`src/scm_defines.svh`:
```
`ifndef SCM_DEFINES_SVH
`define SCM_DEFINES_SVH
`define SCM_XLEN 64
`define SCM_WORD 32
`define SCM_OFFW 16
`define SCM_ALIGN_BITS 2
`define SCM_BLOCK_LSB 4
`define SCM_REGION_BYTES 2048
`define SCM_MON_TIMEOUT 8'hff
`endif

```
`src/scm_pkg.sv`:
```
package scm_pkg;
  typedef enum {
    SCM_IDLE,
    SCM_WAIT_MON
  } scm_state_t;
  typedef enum logic [2:0] {
    SCM_EXC_NONE,
    SCM_EXC_TLB_REFILL,
    SCM_EXC_TLB_INVALID,
    SCM_EXC_TLB_MODIFIED,
    SCM_EXC_ADDR_ERROR,
    SCM_EXC_WATCH
  } scm_exc_t;
endpackage

```
`src/scm_addr_gen.sv`:
```
`include "scm_defines.svh"
module scm_addr_gen (
  input wire logic [`SCM_XLEN-1:0] base_val,
  input wire logic [`SCM_OFFW-1:0] offset,
  output logic [`SCM_XLEN-1:0] eff_addr,
  output logic misaligned
);
  always_comb begin
    eff_addr = base_val + {{(`SCM_XLEN-`SCM_OFFW){offset[`SCM_OFFW-1]}}, offset};
    misaligned = |eff_addr[`SCM_ALIGN_BITS-1:0];
  end
endmodule // scm_addr_gen

```
`src/scm_link_track.sv`:
```
`include "scm_defines.svh"
module scm_link_track (
  input wire logic ref_clk,
  input wire logic rst,
  input wire logic clk_en,
  input wire logic set_link,
  input wire logic [`SCM_XLEN-1:0] set_addr,
  input wire logic set_uncached,
  input wire logic kill,
  output logic link_valid,
  output logic [`SCM_XLEN-1:0] link_addr,
  output logic link_uncached
);
  logic next_valid;
  logic [`SCM_XLEN-1:0] next_addr;
  logic next_unc;
  always_comb begin
    next_valid = link_valid;
    next_addr = link_addr;
    next_unc = link_uncached;
    if (kill) begin
      next_valid = 1'b0;
    end
    if (set_link) begin
      next_valid = 1'b1;
      next_addr = {set_addr[`SCM_XLEN-1:`SCM_ALIGN_BITS], `SCM_ALIGN_BITS'(0)};
      next_unc = set_uncached;
    end
  end
  always_ff @(posedge ref_clk) begin
    if (rst) begin
      link_valid <= 1'b0;
      link_addr <= '0;
      link_uncached <= 1'b0;
    end else if (clk_en) begin
      link_valid <= next_valid;
      link_addr <= next_addr;
      link_uncached <= next_unc;
    end
  end
endmodule // scm_link_track

```
`src/scm_store_cond.sv`:
```
// Overview of operation
// RL1: Success stores low 32 bits at aligned address
// RL2: Success writes one into target register
// RL3: Failure skips memory, writes zero to register
// RL4: Address is base plus sign-extended offset
// RL5: Remote coherent store to block fails
// RL6: Own coherent store fails when link mode set
// RL7: Exception return fails; keep-link variant does not
// RL8: Aligned address mismatch with linked load fails
// RL9: Own load keeps link when link mode set
// RL10: Unrelated accesses or far fetch may fail
// RL11: Cache maintenance may fail; mandatory in link mode
// RL12: Unpaired store still gives defined outcome
// RL13: Uncached: fail locally or ask external monitor
// RL14: External monitor decides uncached final outcome
// RL15: Own uncached store to reserved address fails
// RL16: Monitor may fail on remote uncached stores
// RL17: Non-synchronizable uncached sequence gets bus error
// RL18: Pause after uncached linked load is no-op
// RL19: Accelerated uncached store closes gathering, never joins
// RL20: Low two address bits nonzero raise address error
// RL21: Only translation, address and watch exceptions
// RL22: One link flag and address, cleared on consume
`include "scm_defines.svh"
module scm_store_cond (
  input wire logic ref_clk,
  input wire logic rst,
  input wire logic clk_en,
  input wire logic link_bit_mode,
  input wire logic uncached_link_support,
  input wire logic ll_valid,
  input wire logic ll_uncached,
  input wire logic sc_valid,
  input wire logic sc_uncached,
  input wire logic sc_accel,
  input wire logic [`SCM_XLEN-1:0] base_val,
  input wire logic [`SCM_OFFW-1:0] offset,
  input wire logic [`SCM_XLEN-1:0] source_target_reg,
  input wire logic [4:0] target_idx,
  input wire logic tlb_refill,
  input wire logic tlb_invalid,
  input wire logic tlb_modified,
  input wire logic watch_hit,
  input wire logic remote_coh_store,
  input wire logic [`SCM_XLEN-1:0] remote_store_addr,
  input wire logic own_coh_store,
  input wire logic own_unc_store,
  input wire logic own_load,
  input wire logic [`SCM_XLEN-1:0] own_access_addr,
  input wire logic own_other_access,
  input wire logic cache_op,
  input wire logic exception_return,
  input wire logic exception_return_keep_link,
  input wire logic fetch_region_break,
  input wire logic pause_issue,
  input wire logic mon_ready,
  input wire logic mon_resp_valid,
  input wire logic mon_resp_ok,
  input wire logic mon_bus_error,
  output logic mem_wr_valid,
  output logic [`SCM_XLEN-1:0] mem_wr_addr,
  output logic [`SCM_WORD-1:0] mem_wr_data,
  output logic mem_no_gather,
  output logic gather_flush,
  output logic mon_req_valid,
  output logic [`SCM_XLEN-1:0] mon_req_addr,
  output logic [`SCM_WORD-1:0] mon_req_data,
  output logic gr_wr_valid,
  output logic [4:0] gr_wr_idx,
  output logic [`SCM_XLEN-1:0] gr_wr_data,
  output logic exc_valid,
  output scm_pkg::scm_exc_t exc_code,
  output logic pause_nop,
  output logic busy
);
  function automatic logic same_block(input logic [`SCM_XLEN-1:0] a,
                                      input logic [`SCM_XLEN-1:0] b);
    same_block = a[`SCM_XLEN-1:`SCM_BLOCK_LSB] == b[`SCM_XLEN-1:`SCM_BLOCK_LSB];
  endfunction

  logic [`SCM_XLEN-1:0] eff_addr;
  logic misaligned;
  logic link_valid;
  logic [`SCM_XLEN-1:0] link_addr;
  logic link_uncached;
  logic kill;
  logic consume;

  scm_addr_gen u_addr (
    .base_val(base_val),
    .offset(offset),
    .eff_addr(eff_addr), // [RL4]
    .misaligned(misaligned)
  );

  // Any event that breaks the reservation
  always_comb begin
    kill = 1'b0;
    if (remote_coh_store && same_block(remote_store_addr, link_addr)) begin
      kill = 1'b1; // [RL5]
    end
    if (own_coh_store && same_block(own_access_addr, link_addr) && !link_uncached) begin
      kill = 1'b1; // [RL6]
    end
    if (own_unc_store && link_uncached &&
        own_access_addr[`SCM_XLEN-1:`SCM_ALIGN_BITS] ==
        link_addr[`SCM_XLEN-1:`SCM_ALIGN_BITS]) begin
      kill = 1'b1; // [RL15]
    end
    if (exception_return && !exception_return_keep_link) begin
      kill = 1'b1; // [RL7]
    end
    if (own_load && !link_bit_mode && same_block(own_access_addr, link_addr)) begin
      kill = 1'b1; // [RL9]
    end
    if (own_other_access || fetch_region_break) begin
      kill = 1'b1; // [RL10]
    end
    if (cache_op) begin
      kill = 1'b1; // [RL11]
    end
    if (consume) begin
      kill = 1'b1; // [RL22]
    end
  end

  scm_link_track u_link (
    .ref_clk(ref_clk),
    .rst(rst),
    .clk_en(clk_en),
    .set_link(ll_valid), // [RL22]
    .set_addr(eff_addr),
    .set_uncached(ll_uncached && uncached_link_support),
    .kill(kill),
    .link_valid(link_valid),
    .link_addr(link_addr),
    .link_uncached(link_uncached)
  );

  scm_pkg::scm_state_t state, next_state;
  logic [4:0] hold_idx, next_hold_idx;
  logic [7:0] wait_cnt, next_wait_cnt;
  logic next_mem_wr_valid, next_mem_no_gather, next_gather_flush;
  logic [`SCM_XLEN-1:0] next_mem_wr_addr, next_mon_req_addr, next_gr_wr_data;
  logic [`SCM_WORD-1:0] next_mem_wr_data, next_mon_req_data;
  logic next_mon_req_valid, next_gr_wr_valid, next_exc_valid, next_pause_nop;
  logic [4:0] next_gr_wr_idx;
  scm_pkg::scm_exc_t next_exc_code;
  logic local_ok;
  logic [`SCM_XLEN-1:0] aligned_addr;

  always_comb begin
    aligned_addr = {eff_addr[`SCM_XLEN-1:`SCM_ALIGN_BITS], `SCM_ALIGN_BITS'(0)};
    local_ok = link_valid && !kill_pending(aligned_addr) &&
               aligned_addr == link_addr; // [RL8]
    next_state = state;
    next_hold_idx = hold_idx;
    next_wait_cnt = wait_cnt;
    next_mem_wr_valid = 1'b0;
    next_mem_wr_addr = mem_wr_addr;
    next_mem_wr_data = mem_wr_data;
    next_mem_no_gather = 1'b0;
    next_gather_flush = 1'b0;
    next_mon_req_valid = mon_req_valid;
    next_mon_req_addr = mon_req_addr;
    next_mon_req_data = mon_req_data;
    next_gr_wr_valid = 1'b0;
    next_gr_wr_idx = gr_wr_idx;
    next_gr_wr_data = gr_wr_data;
    next_exc_valid = 1'b0;
    next_exc_code = scm_pkg::SCM_EXC_NONE;
    next_pause_nop = pause_issue && link_valid && link_uncached; // [RL18]
    consume = 1'b0;
    case (state)
      scm_pkg::SCM_IDLE: begin
        if (sc_valid) begin
          consume = 1'b1; // [RL22]
          if (misaligned || tlb_refill || tlb_invalid || tlb_modified || watch_hit) begin
            next_exc_valid = 1'b1; // [RL21]
            if (misaligned) begin
              next_exc_code = scm_pkg::SCM_EXC_ADDR_ERROR; // [RL20]
            end else if (tlb_refill) begin
              next_exc_code = scm_pkg::SCM_EXC_TLB_REFILL;
            end else if (tlb_invalid) begin
              next_exc_code = scm_pkg::SCM_EXC_TLB_INVALID;
            end else if (tlb_modified) begin
              next_exc_code = scm_pkg::SCM_EXC_TLB_MODIFIED;
            end else begin
              next_exc_code = scm_pkg::SCM_EXC_WATCH;
            end
          end else if (sc_uncached && uncached_link_support && local_ok && link_uncached) begin
            next_mon_req_valid = 1'b1; // [RL13]
            next_mon_req_addr = aligned_addr;
            next_mon_req_data = source_target_reg[`SCM_WORD-1:0];
            next_gather_flush = sc_accel; // [RL19]
            next_mem_no_gather = 1'b1; // [RL19]
            next_hold_idx = target_idx;
            next_wait_cnt = 8'h00;
            next_state = scm_pkg::SCM_WAIT_MON;
          end else if (local_ok && !sc_uncached && !link_uncached) begin
            next_mem_wr_valid = 1'b1; // [RL1]
            next_mem_wr_addr = aligned_addr;
            next_mem_wr_data = source_target_reg[`SCM_WORD-1:0];
            next_gr_wr_valid = 1'b1; // [RL2]
            next_gr_wr_idx = target_idx;
            next_gr_wr_data = `SCM_XLEN'(1);
          end else begin
            next_gr_wr_valid = 1'b1; // [RL3] [RL12]
            next_gr_wr_idx = target_idx;
            next_gr_wr_data = '0;
          end
        end
      end
      scm_pkg::SCM_WAIT_MON: begin
        next_mem_no_gather = 1'b1; // [RL19]
        if (mon_req_valid && mon_ready) begin
          next_mon_req_valid = 1'b0;
        end
        next_wait_cnt = wait_cnt + 8'h01;
        if (mon_resp_valid) begin
          next_state = scm_pkg::SCM_IDLE;
          next_mon_req_valid = 1'b0;
          next_gr_wr_valid = 1'b1; // [RL14]
          next_gr_wr_idx = hold_idx;
          next_gr_wr_data = `SCM_XLEN'(mon_resp_ok && !mon_bus_error); // [RL17]
        end else if (wait_cnt == `SCM_MON_TIMEOUT) begin
          next_state = scm_pkg::SCM_IDLE;
          next_mon_req_valid = 1'b0;
          next_gr_wr_valid = 1'b1; // [RL16]
          next_gr_wr_idx = hold_idx;
          next_gr_wr_data = '0;
        end
      end
      default: begin
        next_state = scm_pkg::SCM_IDLE;
      end
    endcase
  end

  // Same-cycle remote coherent store, exception return or cache op also defeats the store
  function automatic logic kill_pending(input logic [`SCM_XLEN-1:0] a);
    kill_pending = (remote_coh_store && same_block(remote_store_addr, a)) ||
                   (exception_return && !exception_return_keep_link) || cache_op;
  endfunction

  always_ff @(posedge ref_clk) begin
    if (rst) begin
      state <= scm_pkg::SCM_IDLE;
      hold_idx <= '0;
      wait_cnt <= '0;
      mem_wr_valid <= 1'b0;
      mem_wr_addr <= '0;
      mem_wr_data <= '0;
      mem_no_gather <= 1'b0;
      gather_flush <= 1'b0;
      mon_req_valid <= 1'b0;
      mon_req_addr <= '0;
      mon_req_data <= '0;
      gr_wr_valid <= 1'b0;
      gr_wr_idx <= '0;
      gr_wr_data <= '0;
      exc_valid <= 1'b0;
      exc_code <= scm_pkg::SCM_EXC_NONE;
      pause_nop <= 1'b0;
      busy <= 1'b0;
    end else if (clk_en) begin
      state <= next_state;
      hold_idx <= next_hold_idx;
      wait_cnt <= next_wait_cnt;
      mem_wr_valid <= next_mem_wr_valid;
      mem_wr_addr <= next_mem_wr_addr;
      mem_wr_data <= next_mem_wr_data;
      mem_no_gather <= next_mem_no_gather;
      gather_flush <= next_gather_flush;
      mon_req_valid <= next_mon_req_valid;
      mon_req_addr <= next_mon_req_addr;
      mon_req_data <= next_mon_req_data;
      gr_wr_valid <= next_gr_wr_valid;
      gr_wr_idx <= next_gr_wr_idx;
      gr_wr_data <= next_gr_wr_data;
      exc_valid <= next_exc_valid;
      exc_code <= next_exc_code;
      pause_nop <= next_pause_nop;
      busy <= next_state == scm_pkg::SCM_WAIT_MON;
    end
  end
endmodule // scm_store_cond

```
`config.mk`:
```
export PLATFORM = sky130hd
export DESIGN_NAME = scm_store_cond
export DESIGN_NICKNAME = d
export VERILOG_FILES = /design/src/scm_pkg.sv /design/src/scm_addr_gen.sv /design/src/scm_link_track.sv /design/src/scm_store_cond.sv
export VERILOG_INCLUDE_DIRS = /design/src
export SDC_FILE = /design/constraint.sdc
export NUM_CORES = 1
export LEC_CHECK = 0
export BUFFER_PORTS_ARGS = -buffer_cell sky130_fd_sc_hd__buf_2
export CAP_MARGIN = 20
export CORE_AREA = 4 4 220 222
export CTS_BUF_LIST = sky130_fd_sc_hd__clkbuf_2
export DETAILED_ROUTE_END_ITERATION = 10
export DIE_AREA = 0 0 224 226
export HOLD_SLACK_MARGIN = 0.06
export PLACE_DENSITY = 0.62
export SETUP_SLACK_MARGIN = 0.5
export SLEW_MARGIN = 25
export SYNTH_ARGS = -nofsm -noshare
export SYNTH_HDL_FRONTEND = slang
export SYNTH_HIERARCHICAL = 1
export SYNTH_SLANG_ARGS = --single-unit
```
`constraint.sdc`:
```
create_clock -name ref_clk -period 5.25 [get_ports ref_clk]
set_input_delay 0.2625 -clock ref_clk [delete_from_list [all_inputs] [get_ports ref_clk]]
set_output_delay 0.2625 -clock ref_clk [all_outputs]
set_load 0.03 [all_outputs]
```
==> flow_metrics.tcl <==
set metrics [dict create \
    globalRouteTotalUtil_pct 30.2 \
    dpl_cell_area_sq_mm 0.0236 \
    p_comb_share_pct 35.8 \
    synth_xor_xnor_area_share_pct 11.8 \
    yosys_warnings 6 \
    cp_max_fo 8 \
    die_h_um 226 \
    routed_wirelength_um 81800 \
    power.internal_uw 4140 \
    synthCells 2167 \
    clock.fmax_ghz 0.213 \
    power_leakage_uw 0.0127 \
    netlist.area_leader.share_pct 32.7 \
    critPathArrivalTime_ns 5.56 \
    synth_area_leaders "dfxtp_1 33%, mux2i_1 10%, xnor2_1 7.7%" \
    synth_fa_ha_area_share_pct 4.27 \
    synth_top_family_by_area "simple AND/OR/NAND/NOR gates" \
    start_util_pct 41.5 \
    maxSlewHeadroom_pct 24.0 \
    vias 19900 \
    nFillCells 4158 \
    synth_compound_area_share_pct 15.3 \
    die_w_um 224 \
    worst_path_max_delay_cell "dlygate4sd3_1" \
    async_flop_share_pct 0 \
    dieArea_sq_mm 0.0506 \
    wl_per_cell_um 21.8 \
    p_sw_uw 2470 \
    grt_pass1_wl_um 118000 \
    clkTransAtPathRegs_ns 0.10 \
    end_kind "flop" \
    pwr_density_cell_mw_per_mm2 247 \
    yosys.area_share.simple_pct 17.6 \
    synth_edf_count 0 \
    holdWs_ns 0.152 \
    cp-start-kind "primary input" \
    layout_min_cycle_time_ns 4.70 \
    root_buffer "clkbuf_2" \
    pwr-share-seq_pct 37.7 \
    drc 0 \
    num_io_pins 577 \
    grt.overflow.total 0 \
    maxCapViolations 0 \
    tns_ns 0 \
    yosysTopAreaCell "dfxtp_1" \
    path_cells "dlygate4sd3_1 > buf_2 > ha_4 > a21oi_1 > o21ai_1 > or4b_4 > o211a_4 > a31oi_4 > a21oi_4 > o211ai_2 > a21oi_1 > xnor2_1 > buf_4 > xnor2_1 > buf_4 > nand4_1 > nor4_2 > nand4_1 > a211oi_2 > and4_4 > buf_12 > buf_12 > mux2i_1 > nor2_1" \
    synth.area.mux_share_pct 10.8 \
    syn_to_final_growth_pct 39.4 \
    cpPeakStageDelay_ns 0.54 \
    layout_commonest_cell "buf_2" \
    io_buffer_count 471 \
    crit_required_ns 6.12 \
    path_class "in2reg" \
    post-route-period-util_pct 89.4 \
    hpwlAfterDp_um 62600 \
    final_cell_mix "468 x buf_2, 314 x dfxtp_1, 261 x buf_4, 245 x nor2_1, 198 x mux2i_1" \
    grt_pass1_vias 19800 \
    cts_tree "built" \
    finClkSkew_ns 0.0799 \
    worst-path-buf-inv 6 \
    crit_family "simple AND/OR/NAND/NOR gates" \
    antenna_found_initial 22 \
    avgViaCountPerCell 5.30 \
    dr.pass1.iters 5 \
    drtIter0Drc 1615 \
    ant_nets 0 \
    final-max-slew-violation-count 0 \
    cts.sinks 314 \
    pre_cts_ws_ns -0.499 \
    status "finished, final reports clean" \
    r2r_setup_slack_ns 1.85 \
    fin_util_pct 57.8 \
    yosysUniqueCellTypes 97 \
    clockBufferDepth 3 \
    yosysSeqAreaShare_pct 32.7 \
    synth-main-ff-cell "dfxtp_1" \
    stdcell_area_sq_mm 0.0268 \
    grt_setup_unrepaired "false" \
    cts_inserted_buffers 84 \
    report.final.setup_viol 0 \
    core_sq_mm 0.0464 \
    hold_viol_final 0 \
    clock_latency_ns 1.07 \
    drive_gt1_share_pct 31.7 \
    synthesis.area_sq_mm 0.0192 \
    peakVddDrop_mv 0.176 \
    worstHoldPathType "in2reg" \
    switching_share_pct 37.4 \
    pwr-share-clk_pct 26.4 \
    synth-seq-cells 314 \
    gp_congestion 0.994 \
    htreeDepth 3 \
    setup_ws_ns 0.554 \
    num_rows 79 \
    avgSynthCellArea_sq_um 8.87 \
    fin_nets 3446 \
    grt_max_degree 135 \
    worst_pin_slew_ns 1.13 \
]
[power groups by stage]
stage | sequential (uW) | clock, uW | combinational (uW)
4_1_cts | 2490 | 1820 | 2230
5_1_grt | 2500 | 1930 | 2500
3_5_place_dp | 2550 | 0 | 2070
6_report | 2500 | 1750 | 2370
3_3_place_gp | 2550 | 0 | 2060
2_1_floorplan | 2520 | 0 | 1120
[repair_timing]
item	CTS	global route
buffers inserted	0	15
resized for setup	0	89
hold endpoints to repair	274	0
hold buffers	183	0
endpoints found under the setup margin	0	242
[path summary, 6_finish.rpt]
check                                       to              startpoint  cells past startpoint
max               mem_wr_addr[44]$_SDFFE_PP0P_            base_val[23]                     24
min          u_link/link_addr[33]$_SDFFE_PP0P_            base_val[33]                      8
max reg2reg     u_link/link_valid$_SDFFE_PP0P_   state[8]$_SDFFE_PP0P_                     10
min reg2reg             exc_valid$_SDFFE_PP0P_  exc_valid$_SDFFE_PP0P_                      2
[synth_stat cells, types with 4 or more instances]
| library cell | instances |
|---|---|
| buf_1 | 5 |
| a221o_1 | 4 |
| nand2b_1 | 23 |
| a21bo_1 | 55 |
| dfxtp_1 | 314 |
| a221oi_1 | 4 |
| clkbuf_8 | 4 |
| nand4_1 | 63 |
| xor2_1 | 92 |
| a21oi_1 | 154 |
| and2_1 | 7 |
| o21bai_1 | 13 |
| buf_2 | 25 |
| a211oi_1 | 5 |
| inv_1 | 55 |
| ha_1 | 64 |
| and4_1 | 7 |
| nor3_1 | 12 |
| nor4_1 | 35 |
| o21a_1 | 4 |
| nor2b_1 | 28 |
| nand2_1 | 77 |
| a31oi_1 | 13 |
| mux2i_1 | 200 |
| o22ai_1 | 13 |
| a21bo_2 | 9 |
| nand3_1 | 78 |
| a22o_1 | 6 |
| o21ai_0 | 49 |
| o2111ai_1 | 7 |
| o21ai_1 | 7 |
| mux2_2 | 6 |
| nor2_1 | 247 |
| o211ai_1 | 6 |
| clkbuf_1 | 36 |
| buf_6 | 20 |
| xnor2_1 | 168 |
| a2111oi_0 | 6 |
| buf_4 | 91 |
| a21o_1 | 26 |
| and3_1 | 16 |
| nor3b_1 | 30 |
| or3_1 | 5 |
[per-layer routing]
metal	up-vias	track usage, %	wire length (um)
met5	-	0	102
li1	9399	-	-
met1	9470	36.9	33000
met4	18	14.4	3640
met2	835	50.7	38700
met3	201	6.92	6370
[metrics by stage]
| step | power, uW | instances |
|---|---|---|
| 2_1_floorplan | 3640 | 2234 |
| 3_3_place_gp | 4610 | 3398 |
| 3_5_place_dp | 4620 | 3398 |
| 4_1_cts | 6540 | 3727 |
| 5_1_grt | 6930 | 3754 |
| 6_report | 6610 | 3759 |
[sequential cells by signal, indices dropped and copies added, names as in the netlist, 3 cells and up]
register,flops
u_link/link_addr,62
mon_req_data,32
gr_wr_idx,5
wait_cnt,8
state,32
mem_wr_addr,62
mon_req_addr,62
mem_wr_data,32
hold_idx,5
exc_code,3
[layout make-up]
type	instances	area (sq um)	area share, %
Multi-Input combinational cell	1683	12200	45.4
Timing Repair Buffer	938	6600	24.6
Sequential cell	314	6290	23.5
Tap cell	607	759	2.83
Clock buffer	116	581	2.17
Inverter	55	206	0.770
Clock inverter	30	169	0.630
Antenna cell	16	40.0	0.149
[logic make-up after synthesis]
kind of cell | Yosys count
adder cells (fa/ha/maj) | 65
multiplexers | 206
other | 2
AND/OR/NAND/NOR | 660
AO/OA/AOI/OAI | 423
XOR/XNOR | 260
buffers and inverters | 237
flip-flops | 314
[worst register-to-register path, stage by stage, from the launching register on]
cell,delay [ns]
dfxtp_1,0.32
nor4_1,0.31
nand4_1,0.24
nor2_1,0.35
and3_1,0.36
nor4_1,0.14
dlygate4sd3_1,0.65
o211ai_1,0.12
dlygate4sd3_1,0.58
nand2_1,0.05
o2bb2ai_1,0.15
No activity file was read; power rests on OpenSTA's default activity.
